$ cat src/rlc_pkg.sv
// Constants for the regenerator loopback control block
package rlc_pkg;
  localparam int unsigned CLK_HZ = 200_000_000;
  localparam int unsigned HOLDOFF_MS = 2000;
  localparam longint unsigned HOLDOFF_CYC = longint'(CLK_HZ) / 1000 * HOLDOFF_MS;
  localparam logic [1:0] OWN_ADDR = 2'h2;
  localparam int unsigned MSG_W = 8;
  localparam int unsigned IND_W = 16;
  localparam logic [MSG_W-1:0] MSG_LOOP_REQ = 8'h50;
  localparam logic [MSG_W-1:0] MSG_RETURN_NORMAL = 8'h01;
  localparam logic [MSG_W-1:0] MSG_HOLD_STATE = 8'h02;
  localparam logic [IND_W-1:0] REG_IND_MASK = 16'h000f;
  localparam logic [3:0] ADR_CTRL = 4'h0;
  localparam logic [3:0] ADR_STAT = 4'h4;
  localparam logic [3:0] ADR_IRQ = 4'h8;
  localparam logic [3:0] ADR_MASK = 4'hc;
  localparam int unsigned EV_LOSS = 0;
  localparam int unsigned EV_LOOP_ON = 1;
  localparam int unsigned EV_LOOP_OFF = 2;
  localparam int unsigned EV_PWR = 3;
  localparam int unsigned EV_W = 4;
  typedef enum logic [1:0] {
    ST_NORMAL = 2'b00,
    ST_LOOP = 2'b01,
    ST_DOWN = 2'b10
  } rlc_state_type;
endpackage

$ cat src/rlc_regen_loop.sv
// Regenerator loopback controller with Wishbone registers
//
// Local design decisions: the placing of the registers and the Wishbone register port.
`timescale 1ns/1ps
module rlc_regen_loop
  import rlc_pkg::*;
#(
  parameter longint unsigned HOLDOFF = HOLDOFF_CYC
) (
  input wire logic clk_i, // 200 MHz clock
  input wire logic rst_i, // Sync reset, active high
  input wire logic wb_cyc_i, // Wishbone cycle
  input wire logic wb_stb_i, // Wishbone strobe
  input wire logic wb_we_i, // Write enable
  input wire logic [3:0] wb_adr_i, // Byte address
  input wire logic [3:0] wb_sel_i, // Byte selects
  input wire logic [31:0] wb_dat_i, // Write data
  output logic [31:0] wb_dat_o, // Read data
  output logic wb_ack_o, // Acknowledge
  output logic irq_o, // Interrupt level
  input wire logic up_loss_i, // Upstream LOS/LFA pin
  input wire logic dn_loss_i, // Downstream LOS/LFA pin
  input wire logic up_active_i, // Upstream link active pin
  input wire logic power_source_one_fail_i, // Power source one failed
  input wire logic power_source_two_fail_i, // Power source two failed
  input wire logic msg_valid_i, // Operations message strobe
  input wire logic [1:0] msg_addr_i, // Message address
  input wire logic [MSG_W-1:0] msg_code_i, // Message code
  input wire logic [IND_W-1:0] ind_down_i, // Indicators from line unit
  input wire logic [IND_W-1:0] ind_up_i, // Indicators from network side
  input wire logic [IND_W-1:0] ind_own_i, // Own regenerator indicators
  output logic [IND_W-1:0] ind_up_o, // Indicators toward line unit
  output logic msg_out_valid_o, // Upstream message strobe
  output logic [1:0] msg_out_addr_o, // Upstream message address
  output logic [MSG_W-1:0] msg_out_code_o, // Upstream message code
  output logic msg_fwd_o, // Forward message downstream
  output logic up_enable_o, // Upstream transceiver enable
  output logic dn_enable_o, // Downstream transceiver enable
  output logic up_reset_o, // Upstream transceiver reset pulse
  output logic dn_start_o, // Downstream activation start pulse
  output logic loop_close_o, // Loop switch closed
  output logic fwd_down_o // Forward looped signal downstream
);
  initial begin
    if (HOLDOFF < 1) $error("HOLDOFF must be at least one");
    if (IND_W < 5) $error("Indicator word too narrow for the loop bits");
    if (MSG_W < 2) $error("Message code too narrow");
  end
  ////////////////////////////////////////////////////////////////
  logic [3:0] sync1_q, sync2_q;
  always_ff @(posedge clk_i) begin
    if (rst_i) begin
      sync1_q <= 4'h0;
      sync2_q <= 4'h0;
    end else begin
      sync1_q <= {power_source_two_fail_i, power_source_one_fail_i, dn_loss_i, up_loss_i};
      sync2_q <= sync1_q;
    end
  end
  wire loss_s = sync2_q[0] | sync2_q[1];
  wire [1:0] pwr_s = sync2_q[3:2];
  ////////////////////////////////////////////////////////////////
  // Holdoff filters short dropouts before tearing the link down
  logic [63:0] hold_q;
  logic loss_q;
  always_ff @(posedge clk_i) begin
    if (rst_i || !loss_s) begin
      hold_q <= 64'h0;
    end else if (hold_q < HOLDOFF) begin
      hold_q <= hold_q + 64'h1;
    end
  end
  wire loss_fire = loss_s && (hold_q == HOLDOFF - 1);
  always_ff @(posedge clk_i) begin
    if (rst_i) begin
      loss_q <= 1'b0;
    end else begin
      loss_q <= loss_s && (hold_q >= HOLDOFF - 1);
    end
  end
  ////////////////////////////////////////////////////////////////
  logic [EV_W-1:0] irq_q, mask_q;
  logic [1:0] ctrl_q;
  rlc_state_type state_q;
  wire own_msg = msg_valid_i && (msg_addr_i == OWN_ADDR);
  wire loop_req = own_msg && (msg_code_i == MSG_LOOP_REQ) && ctrl_q[0];
  wire ret_norm = own_msg && (msg_code_i == MSG_RETURN_NORMAL);
  always_ff @(posedge clk_i) begin
    if (rst_i) begin
      state_q <= ST_NORMAL;
    end else if (loss_q) begin
      state_q <= ST_DOWN;
    end else begin
      case (state_q)
        ST_NORMAL: begin
          if (loop_req) state_q <= ST_LOOP;
        end
        ST_LOOP: begin
          if (ret_norm) state_q <= ST_NORMAL;
        end
        ST_DOWN: begin
          if (ctrl_q[1]) state_q <= ST_NORMAL;
        end
        default: state_q <= ST_NORMAL;
      endcase
    end
  end
  wire in_loop = (state_q == ST_LOOP);
  ////////////////////////////////////////////////////////////////
  // upstream reset on closing
  // Reset lets the far transceiver reconverge under loop conditions
  always_ff @(posedge clk_i) begin
    if (rst_i) begin
      up_reset_o <= 1'b0;
    end else begin
      up_reset_o <= (state_q == ST_NORMAL) && loop_req && !loss_q;
    end
  end
  // downstream start pulse
  // Only while upstream is still up, else the restart would be wasted
  always_ff @(posedge clk_i) begin
    if (rst_i) begin
      dn_start_o <= 1'b0;
    end else begin
      dn_start_o <= in_loop && ret_norm && !loss_q && up_active_i;
    end
  end
  always_ff @(posedge clk_i) begin
    if (rst_i) begin
      up_enable_o <= 1'b0;
    end else begin
      up_enable_o <= !loss_q && (state_q != ST_DOWN) && !(in_loop && ret_norm);
    end
  end
  always_ff @(posedge clk_i) begin
    if (rst_i) begin
      dn_enable_o <= 1'b0;
    end else begin
      dn_enable_o <= !loss_q && (state_q != ST_DOWN);
    end
  end
  assign loop_close_o = in_loop;
  assign fwd_down_o = (state_q != ST_DOWN);
  ////////////////////////////////////////////////////////////////
  // message handling during loopback
  always_ff @(posedge clk_i) begin
    if (rst_i) begin
      msg_out_valid_o <= 1'b0;
      msg_out_addr_o <= 2'h0;
      msg_out_code_o <= '0;
      msg_fwd_o <= 1'b0;
    end else begin
      msg_out_valid_o <= in_loop && msg_valid_i && !own_msg;
      msg_out_addr_o <= OWN_ADDR;
      msg_out_code_o <= MSG_HOLD_STATE;
      msg_fwd_o <= msg_valid_i && !in_loop;
    end
  end
  // selective indicator loop, power bits pass upstream
  always_ff @(posedge clk_i) begin
    if (rst_i) begin
      ind_up_o <= '0;
    end else if (in_loop) begin
      ind_up_o <= (ind_down_i & ~REG_IND_MASK) | (ind_own_i & REG_IND_MASK);
    end else begin
      ind_up_o <= (ind_up_i & ~REG_IND_MASK) | (ind_own_i & REG_IND_MASK);
    end
  end
  ////////////////////////////////////////////////////////////////
  logic [1:0] pwr_q;
  // Edge detector idles low, like the failure pins
  always_ff @(posedge clk_i) begin
    if (rst_i) begin
      pwr_q <= 2'h0;
    end else begin
      pwr_q <= pwr_s;
    end
  end
  wire [EV_W-1:0] ev;
  assign ev[EV_LOSS] = loss_fire;
  assign ev[EV_LOOP_ON] = (state_q == ST_NORMAL) && loop_req && !loss_q;
  assign ev[EV_LOOP_OFF] = in_loop && ret_norm && !loss_q;
  assign ev[EV_PWR] = |(pwr_s & ~pwr_q);
  wire acc = wb_cyc_i && wb_stb_i && !wb_ack_o;
  wire wr = acc && wb_we_i && wb_sel_i[0];
  // Set beats clear so no event is lost
  always_ff @(posedge clk_i) begin
    if (rst_i) begin
      irq_q <= '0;
    end else if (wr && wb_adr_i == ADR_IRQ) begin
      irq_q <= (irq_q & ~wb_dat_i[EV_W-1:0]) | ev;
    end else begin
      irq_q <= irq_q | ev;
    end
  end
  always_ff @(posedge clk_i) begin
    if (rst_i) begin
      mask_q <= '0;
      ctrl_q <= 2'h1;
    end else begin
      if (wr && wb_adr_i == ADR_MASK) mask_q <= wb_dat_i[EV_W-1:0];
      if (wr && wb_adr_i == ADR_CTRL) ctrl_q <= wb_dat_i[1:0];
      else ctrl_q[1] <= 1'b0;
    end
  end
  assign irq_o = |(irq_q & mask_q);
  always_ff @(posedge clk_i) begin
    if (rst_i) begin
      wb_ack_o <= 1'b0;
      wb_dat_o <= 32'h0;
    end else begin
      wb_ack_o <= acc;
      // Unmapped addresses read as zero
      if (wb_adr_i == ADR_CTRL) begin
        wb_dat_o <= {31'h0, ctrl_q[0]};
      end else if (wb_adr_i == ADR_STAT) begin
        wb_dat_o <= {26'h0, pwr_s, loss_q, up_active_i, state_q};
      end else if (wb_adr_i == ADR_IRQ) begin
        wb_dat_o <= {28'h0, irq_q};
      end else if (wb_adr_i == ADR_MASK) begin
        wb_dat_o <= {28'h0, mask_q};
      end else begin
        wb_dat_o <= 32'h0;
      end
    end
  end
  ////////////////////////////////////////////////////////////////
  // Separate run length of the loss input, so the holdoff is timed apart
  logic [63:0] run_q;
  always_ff @(posedge clk_i) begin
    if (rst_i || !loss_s) begin
      run_q <= 64'h0;
    end else if (run_q < HOLDOFF) begin
      run_q <= run_q + 64'h1;
    end
  end
  ////////////////////////////////////////////////////////////////
  a_loss_down: assert property (@(posedge clk_i) disable iff (rst_i)
    loss_q |=> !up_enable_o && !dn_enable_o) else $error("link not down on loss");
  a_holdoff_time: assert property (@(posedge clk_i) disable iff (rst_i)
    $rose(loss_q) |-> run_q >= HOLDOFF) else $error("loss without holdoff");
  a_loop_close: assert property (@(posedge clk_i) disable iff (rst_i)
    ev[EV_LOOP_ON] |=> in_loop && up_reset_o) else $error("loop not closed");
  a_transparent: assert property (@(posedge clk_i) disable iff (rst_i)
    in_loop |-> fwd_down_o) else $error("loop not transparent");
  a_no_fwd_loop: assert property (@(posedge clk_i) disable iff (rst_i)
    in_loop && msg_valid_i |=> !msg_fwd_o) else $error("message forwarded in loop");
  a_hold_state: assert property (@(posedge clk_i) disable iff (rst_i)
    in_loop && msg_valid_i && msg_addr_i != OWN_ADDR |=> msg_out_valid_o
    && msg_out_code_o == MSG_HOLD_STATE) else $error("no hold state");
  a_ind_loop: assert property (@(posedge clk_i) disable iff (rst_i)
    in_loop && $past(in_loop) |-> ((ind_up_o ^ $past(ind_down_i)) & ~REG_IND_MASK) == '0)
    else $error("indicators not looped");
  a_return: assert property (@(posedge clk_i) disable iff (rst_i)
    ev[EV_LOOP_OFF] |=> !in_loop && !up_enable_o) else $error("return not handled");
  a_dn_start: assert property (@(posedge clk_i) disable iff (rst_i)
    ev[EV_LOOP_OFF] && up_active_i |=> dn_start_o) else $error("no downstream start");
  a_loop_hold: assert property (@(posedge clk_i) disable iff (rst_i)
    in_loop && !ret_norm && !loss_q |=> in_loop) else $error("loop dropped");
  // Further checks on loss, gating, pulses and indicator paths
  a_loss_state: assert property (@(posedge clk_i) disable iff (rst_i)
    loss_q |=> state_q == ST_DOWN) else $error("state not down on loss");
  a_down_cut: assert property (@(posedge clk_i) disable iff (rst_i)
    state_q == ST_DOWN |-> !fwd_down_o && !loop_close_o) else $error("path not cut");
  a_restart_ok: assert property (@(posedge clk_i) disable iff (rst_i)
    state_q == ST_DOWN && !loss_q && ctrl_q[1] |=> state_q == ST_NORMAL) else $error("no restart");
  a_no_early: assert property (@(posedge clk_i) disable iff (rst_i)
    !loss_s |=> !loss_q) else $error("loss without input");
  a_loss_flag: assert property (@(posedge clk_i) disable iff (rst_i)
    loss_fire |=> irq_q[EV_LOSS]) else $error("loss event lost");
  a_gate_off: assert property (@(posedge clk_i) disable iff (rst_i)
    state_q == ST_NORMAL && own_msg && msg_code_i == MSG_LOOP_REQ && !ctrl_q[0] |=> !in_loop)
    else $error("loop closed while disabled");
  a_reset_pulse: assert property (@(posedge clk_i) disable iff (rst_i)
    up_reset_o |-> in_loop) else $error("reset pulse outside loop");
  a_reset_once: assert property (@(posedge clk_i) disable iff (rst_i)
    up_reset_o |=> !up_reset_o) else $error("reset pulse too long");
  a_own_no_hold: assert property (@(posedge clk_i) disable iff (rst_i)
    in_loop && own_msg |=> !msg_out_valid_o) else $error("hold state for own address");
  a_hold_addr: assert property (@(posedge clk_i) disable iff (rst_i)
    msg_out_valid_o |-> msg_out_addr_o == OWN_ADDR) else $error("hold state address wrong");
  a_ind_own: assert property (@(posedge clk_i) disable iff (rst_i)
    !$past(rst_i) |-> ((ind_up_o ^ $past(ind_own_i)) & REG_IND_MASK) == '0)
    else $error("own indicators not kept");
  a_ind_pass: assert property (@(posedge clk_i) disable iff (rst_i)
    !$past(rst_i) && !$past(in_loop) |-> ((ind_up_o ^ $past(ind_up_i)) & ~REG_IND_MASK) == '0)
    else $error("indicators not passed upstream");
  a_dn_quiet: assert property (@(posedge clk_i) disable iff (rst_i)
    ev[EV_LOOP_OFF] && !up_active_i |=> !dn_start_o) else $error("start without upstream");
  a_dn_back: assert property (@(posedge clk_i) disable iff (rst_i)
    ev[EV_LOOP_OFF] |=> dn_enable_o) else $error("downstream not enabled");
  ////////////////////////////////////////////////////////////////
  c_loop: cover property (@(posedge clk_i) ev[EV_LOOP_ON]);
  c_hold: cover property (@(posedge clk_i) msg_out_valid_o);
  c_restart: cover property (@(posedge clk_i) state_q == ST_DOWN && ctrl_q[1]);
  c_return: cover property (@(posedge clk_i) ev[EV_LOOP_OFF] && up_active_i);
  c_loss: cover property (@(posedge clk_i) loss_fire);
endmodule

$ cat config.mk
export PLATFORM = sky130hd
export DESIGN_NAME = rlc_regen_loop
export DESIGN_NICKNAME = d
export VERILOG_FILES = /design/src/rlc_pkg.sv /design/src/rlc_regen_loop.sv
export SDC_FILE = /design/constraint.sdc
export NUM_CORES = 1
export LEC_CHECK = 0
export BUFFER_PORTS_ARGS = -buffer_cell sky130_fd_sc_hd__buf_4
export CAP_MARGIN = 10
export CORE_UTILIZATION = 49
export DETAILED_ROUTE_END_ITERATION = 10
export PLACE_DENSITY = 0.79
export SYNTH_ARGS = -nofsm -noshare
export SYNTH_HDL_FRONTEND = slang
export SYNTH_SLANG_ARGS = --single-unit
$ cat constraint.sdc
create_clock -name clk_i -period 2.9 [get_ports clk_i]
set_clock_uncertainty 0.1 [all_clocks]
set_input_delay 0.58 -clock clk_i [delete_from_list [all_inputs] [get_ports clk_i]]
set_output_delay 0.58 -clock clk_i [all_outputs]
set_load 0.01 [all_outputs]
* Yosys cells after proc, flatten, opt, wreduce, memory -nomap -nowiden
Cells that the tools add are included.
Storage, ports and cells: logic and storage cells 107, output and inout port bits 68, flip-flop bits (word level) 152
Operators by class: reductions and logical operators 40, bitwise gates (word level) 11, equality and inequality tests 16, multiplexer cells 13, magnitude comparators 2, $add $sub $neg 1
Operators by type and width (number):
- $add A64 B1 Y64 const B | 1
- $eq A64 B29 Y1 const B | 1
- $ge A64 B29 Y1 const B | 1
- $lt A64 B29 Y1 const B | 1
- $or A16 B4 Y16 | 2
- $logic_and A1 B1 Y1 | 23
- $mux W16 | 1
- $mux W2 | 6
- $mux W4 | 3
- $ne A3 B3 Y1 const B | 3
- $and A4 B4 Y4 | 2
- $eq A4 B4 Y1 const B | 2
- $eq A8 B1 Y1 const B | 1
- $eq A8 B7 Y1 const B | 1
- $ne A2 B2 Y1 const B | 4
- $or A4 B4 Y4 | 2
- $reduce_or A2 Y1 | 4
- $reduce_or A4 Y1 | 2
- $logic_not A1 Y1 | 6
- $mux W6 | 1
- $pmux W2 S3 | 1
- $reduce_and A3 Y1 | 2
- $eq A2 B2 Y1 const B | 2
- $eq A4 B3 Y1 const B | 1
- 10 further kinds | 10

* Logic depth before layout (Yosys ltp)
depth after elaboration 8, mapped depth 8, mapped depth without buffers 6

* Least setup slack after synthesis
No wires, ideal clock.
path type input-to-reg, from in rst_i, to reg hold_q[12], buffers on the path 2, data required time 2671 ps, stages 5, slack 814 ps, arrival time 1857 ps, setup time 129 ps, path through clkbuf_1 > inv_1 > o21ai_0 > dlygate4sd3_1 > a21oi_1
Between the ends: word-level cells in the longest chain between the ends 1
RTL lines:
- from (decl) | line rlc_regen_loop.sv:11 | input wire logic rst_i,
- $logic_or A1 B1 Y1
- to (signal assigned) | line rlc_regen_loop.sv:70 | hold_q <= hold_q + 64'h1;
- to (decl) | line rlc_regen_loop.sv:64 | logic [63:0] hold_q;
Every way passes these cells. A chain may end at the register's enable or synchronous reset.

* Final worst setup path
from reg hold_q[60], to reg hold_q[7]
Between the ends: word-level cells in the longest chain between the ends 1
RTL lines:
- $lt A64 B29 Y1 | line rlc_regen_loop.sv:69 | end else if (hold_q < HOLDOFF) begin
Every way passes these cells.

==> summary.md <==
| Metric | Value |
|---|---|
| Outcome | finished, final reports clean |
| Main combinational cell family by area after synthesis | simple AND/OR/NAND/NOR gates |
| Final wirelength | 10,600 um |
| Footprint of the multi-input gates | 2193 um2 |
| P_leak | 2.453 nW |
| PwrDens | 653.0 nW/um2 |
| Maximum vdd ir drop | 0.0004508 V |
| Critical R2R Capture | hold_q[7] |
| Pre-CTS WS | 0.5664 ns |
| Fin crit period | 2.371 ns |
| Full die area | 10,290 um2 |
| IO buf count | 91 |
| Drt first pass iters | 5 |
| Final net count | 715 |
| Row Count | 35 |
| Reg clk slew, reported paths | 0.06 ns |
| Reg-to-reg slack, setup | 0.53 ns |
| Initial antenna violation count | 0 |
| Via-to-Cell Ratio | 5.334 |
| Worst Hold Launch | ind_own_i[1] |
| Hold EP | ind_up_o[1] |
| First-pass GRT wire length | 17,640 um |
| Inst Count DP | 715 |
| DRC viols | 0 |
| Critical path class | flop to flop |
| XOR/XNOR Fraction of Synth Area | 0% |
| Synth Area in Compound Gates | 10.10% |
| Starting Density | 51.47% |
| Setup TNS | 0 ns |
| Syn_area_per_cell | 9.301 um2 |
| Antenna viol nets, final | 0 |
| Final Max Tran Viols | 0 |
| Share of cells above drive strength 1 | 23.18% |
| CTS H-tree depth | 4 |
| Post-route insts no fill | 746 |
| Fin worst setup slack | 0.5286 ns |
| Cts hold-fix bufs | 0 |
| Total power draw | 3.961 mW |
| Number of gates resized after cts | 0 |
| RSZ-0062 raised after global routing | no |
| DP Area | 5453 um2 |
| Gr usage total | 22.06% |
| Critical Path Sink Type | flop |
| Chip width | 101.4 um |
| Post-synthesis simple-gate area fraction | 29.00% |
| Via count | 3,979 |
| Min-Delay Path Class | primary input to flop |
| Clock Path Buffers | 2 |
| Post-synth ARST share | 0% |
| Mapped Cells | 521 |
| Final hold vios | 0 |
| Setup violators final | 0 |
| Hold_ws | 0.1877 ns |
| Synth top area cells | dfxtp_1 (48%), buf_4 (5.7%), and2_1 (5.0%), a21oi_1 (3.9%), nand2_1 (3.8%) |
| Slew @ Worst Pin | 0.8460 ns |
| Max frequency | 421.7 MHz |
| Hold path depth | 2 |
| Ports | 177 |
| Data required, critical path | 3.23 ns |
| Post-synth EDFFs | 0 |
| Register area | 2342 um2 |
| CTS root buf | clkbuf_8 |
| CTS tree | yes |
| Grt ovf | 0 |
| GP Congestion | 0.8543 |
| Yosys warns | 0 |
| Cell Area, Synth | 4846 um2 |
| Crit Path Max Fanout | 37 |
| Synthesized flop and latch total | 117 |
| Largest net degree at the start of global routing | 52 |
| Clock Latency Late Sink | 0.50 ns |
| Synth Flop Type | dfxtp_1 |
| Critical Path Start Type | flop |
| Cell taking the most area after synthesis | dfxtp_1 |
| Mux cell area share after synthesis | 3.227% |
| CTS sink cnt | 117 |
| CTS buffer count | 17 |
| Max cap viols | 0 |
| Synth top cells by count | dfxtp_1 (117), nand2_1 (49), and2_1 (39), a21oi_1 (38), buf_4 (37) |
| Final worst-path cycle share | 81.77% |
| Routed wire length per instance | 14.21 um |
| Sequential-to-total area share from yosys stat | 48.33% |
| Area Growth Syn to Fin | 25.17% |
| Final core utilization | 64.43% |
| WP data arrival | 2.70 ns |
| Synth unique cells | 52 |
| Fin area | 6066 um2 |
| Post-Synth Adder-Cell Area | 0.2582% |
| Post-synth top area share | 48.33% |
| Antenna cells | 0 |
| FF-to-FF Start | hold_q[60] |
| Number of DRC markers in iteration 0 | 313 |
| Core Area | 9415 um2 |
| Count leader, synth | dfxtp_1 |
| DP HPWL | 6942 um |
| Chip height | 101.4 um |
| Fillers | 714 |
| Relative slew slack | 43.17% |
| Vias in the first global route | 3,894 |
| Setup bufs post-CTS | 0 |
| Worst r2r path cells | 6 |
## layer usage
metal | part of all wire (%) | wire (um) | up-vias | track usage [%]
met1 | 43 | 4547 | 1887 | 26.14
met5 | 0 | 0 | - | 0
li1 | - | - | 1959 | -
met4 | 2.3 | 243 | 0 | 10.70
met2 | 51 | 5404 | 117 | 36.94
met3 | 3.8 | 401 | 16 | 6.142
## kinds of logic (layout without fill, tap and decap cells)
group / after synthesis / count (layout)
flops: 117 / 117
simple gates: 241 / 241
other cells: 1 / 34
buf+inv: 70 / 133
fa+ha+maj: 1 / 1
compound gates: 77 / 77
mux: 14 / 14
## how the worst max path moves through the flow
| stage | startpoint | to | slack (ns) | cells past startpoint |
|---|---|---|---|---|
| 2_1_floorplan | rst_i | hold_q[12] | 0.81 | 5 |
| 3_3_place_gp | hold_q[57] | hold_q[4] | 0.61 | 6 |
| 3_5_place_dp | hold_q[60] | hold_q[16] | 0.57 | 6 |
| 4_1_cts | hold_q[60] | hold_q[7] | 0.54 | 6 |
| 5_1_grt | hold_q[50] | hold_q[11] | 0.42 | 6 |
| 6_report | hold_q[60] | hold_q[7] | 0.53 | 6 |
## state kept, by name, summed over array words and instances, names as in the netlist, 2 cells and up
register  cells
wb_dat_o      6
pwr_q         2
irq_q         4
state_q       2
ctrl_q        2
hold_q       64
ind_up_o     16
mask_q        4
sync2_q       4
sync1_q       4
## power by group
group	switching [mW]	internal (mW)
clock	0.686	1.45
sequential	0.00927	1.63
combinational	0.0889	0.0907
total	0.784	3.18
## layout by cell type (no fill, tap or decap), types with 3 or more instances in the layout
cell type and instances:
nor2_1 24, and4_1 4, clkbuf_8 4, and3_1 11, clkbuf_16 16, and2_1 39
or4_1 18, o31ai_1 20, nand3_1 13, or3_1 10, nand4_1 16, mux2_2 3
dfxtp_1 117, a22oi_1 5, clkinv_2 3, o21ai_1 6, nor4_2 5, nor4_1 11
nand2_1 49, conb_1 34, mux2i_1 10, buf_4 95, nor3_1 8, nand2b_1 3
nor2b_1 17, a21oi_1 38, bufinv_16 4, inv_1 6
## critical path, cell delays in order (launching register included)
cell and delay, ns:
dfxtp_1 0.32, nor4_1 0.28, nand4_1 0.23, or2_1 0.44
buf_12 0.25, or4_1 0.51, a21oi_1 0.17
## cell type report
class / count / share of cell area (%)
flip-flops and latches: 117 / 38.61
multi-input cells: 367 / 36.16
repair buffers: 96 / 12.09
clock buffers: 22 / 7.632
well taps: 129 / 2.661
clock inverters: 9 / 2.475
inverters: 6 / 0.3713
Power figures use the tool's default switching activity.
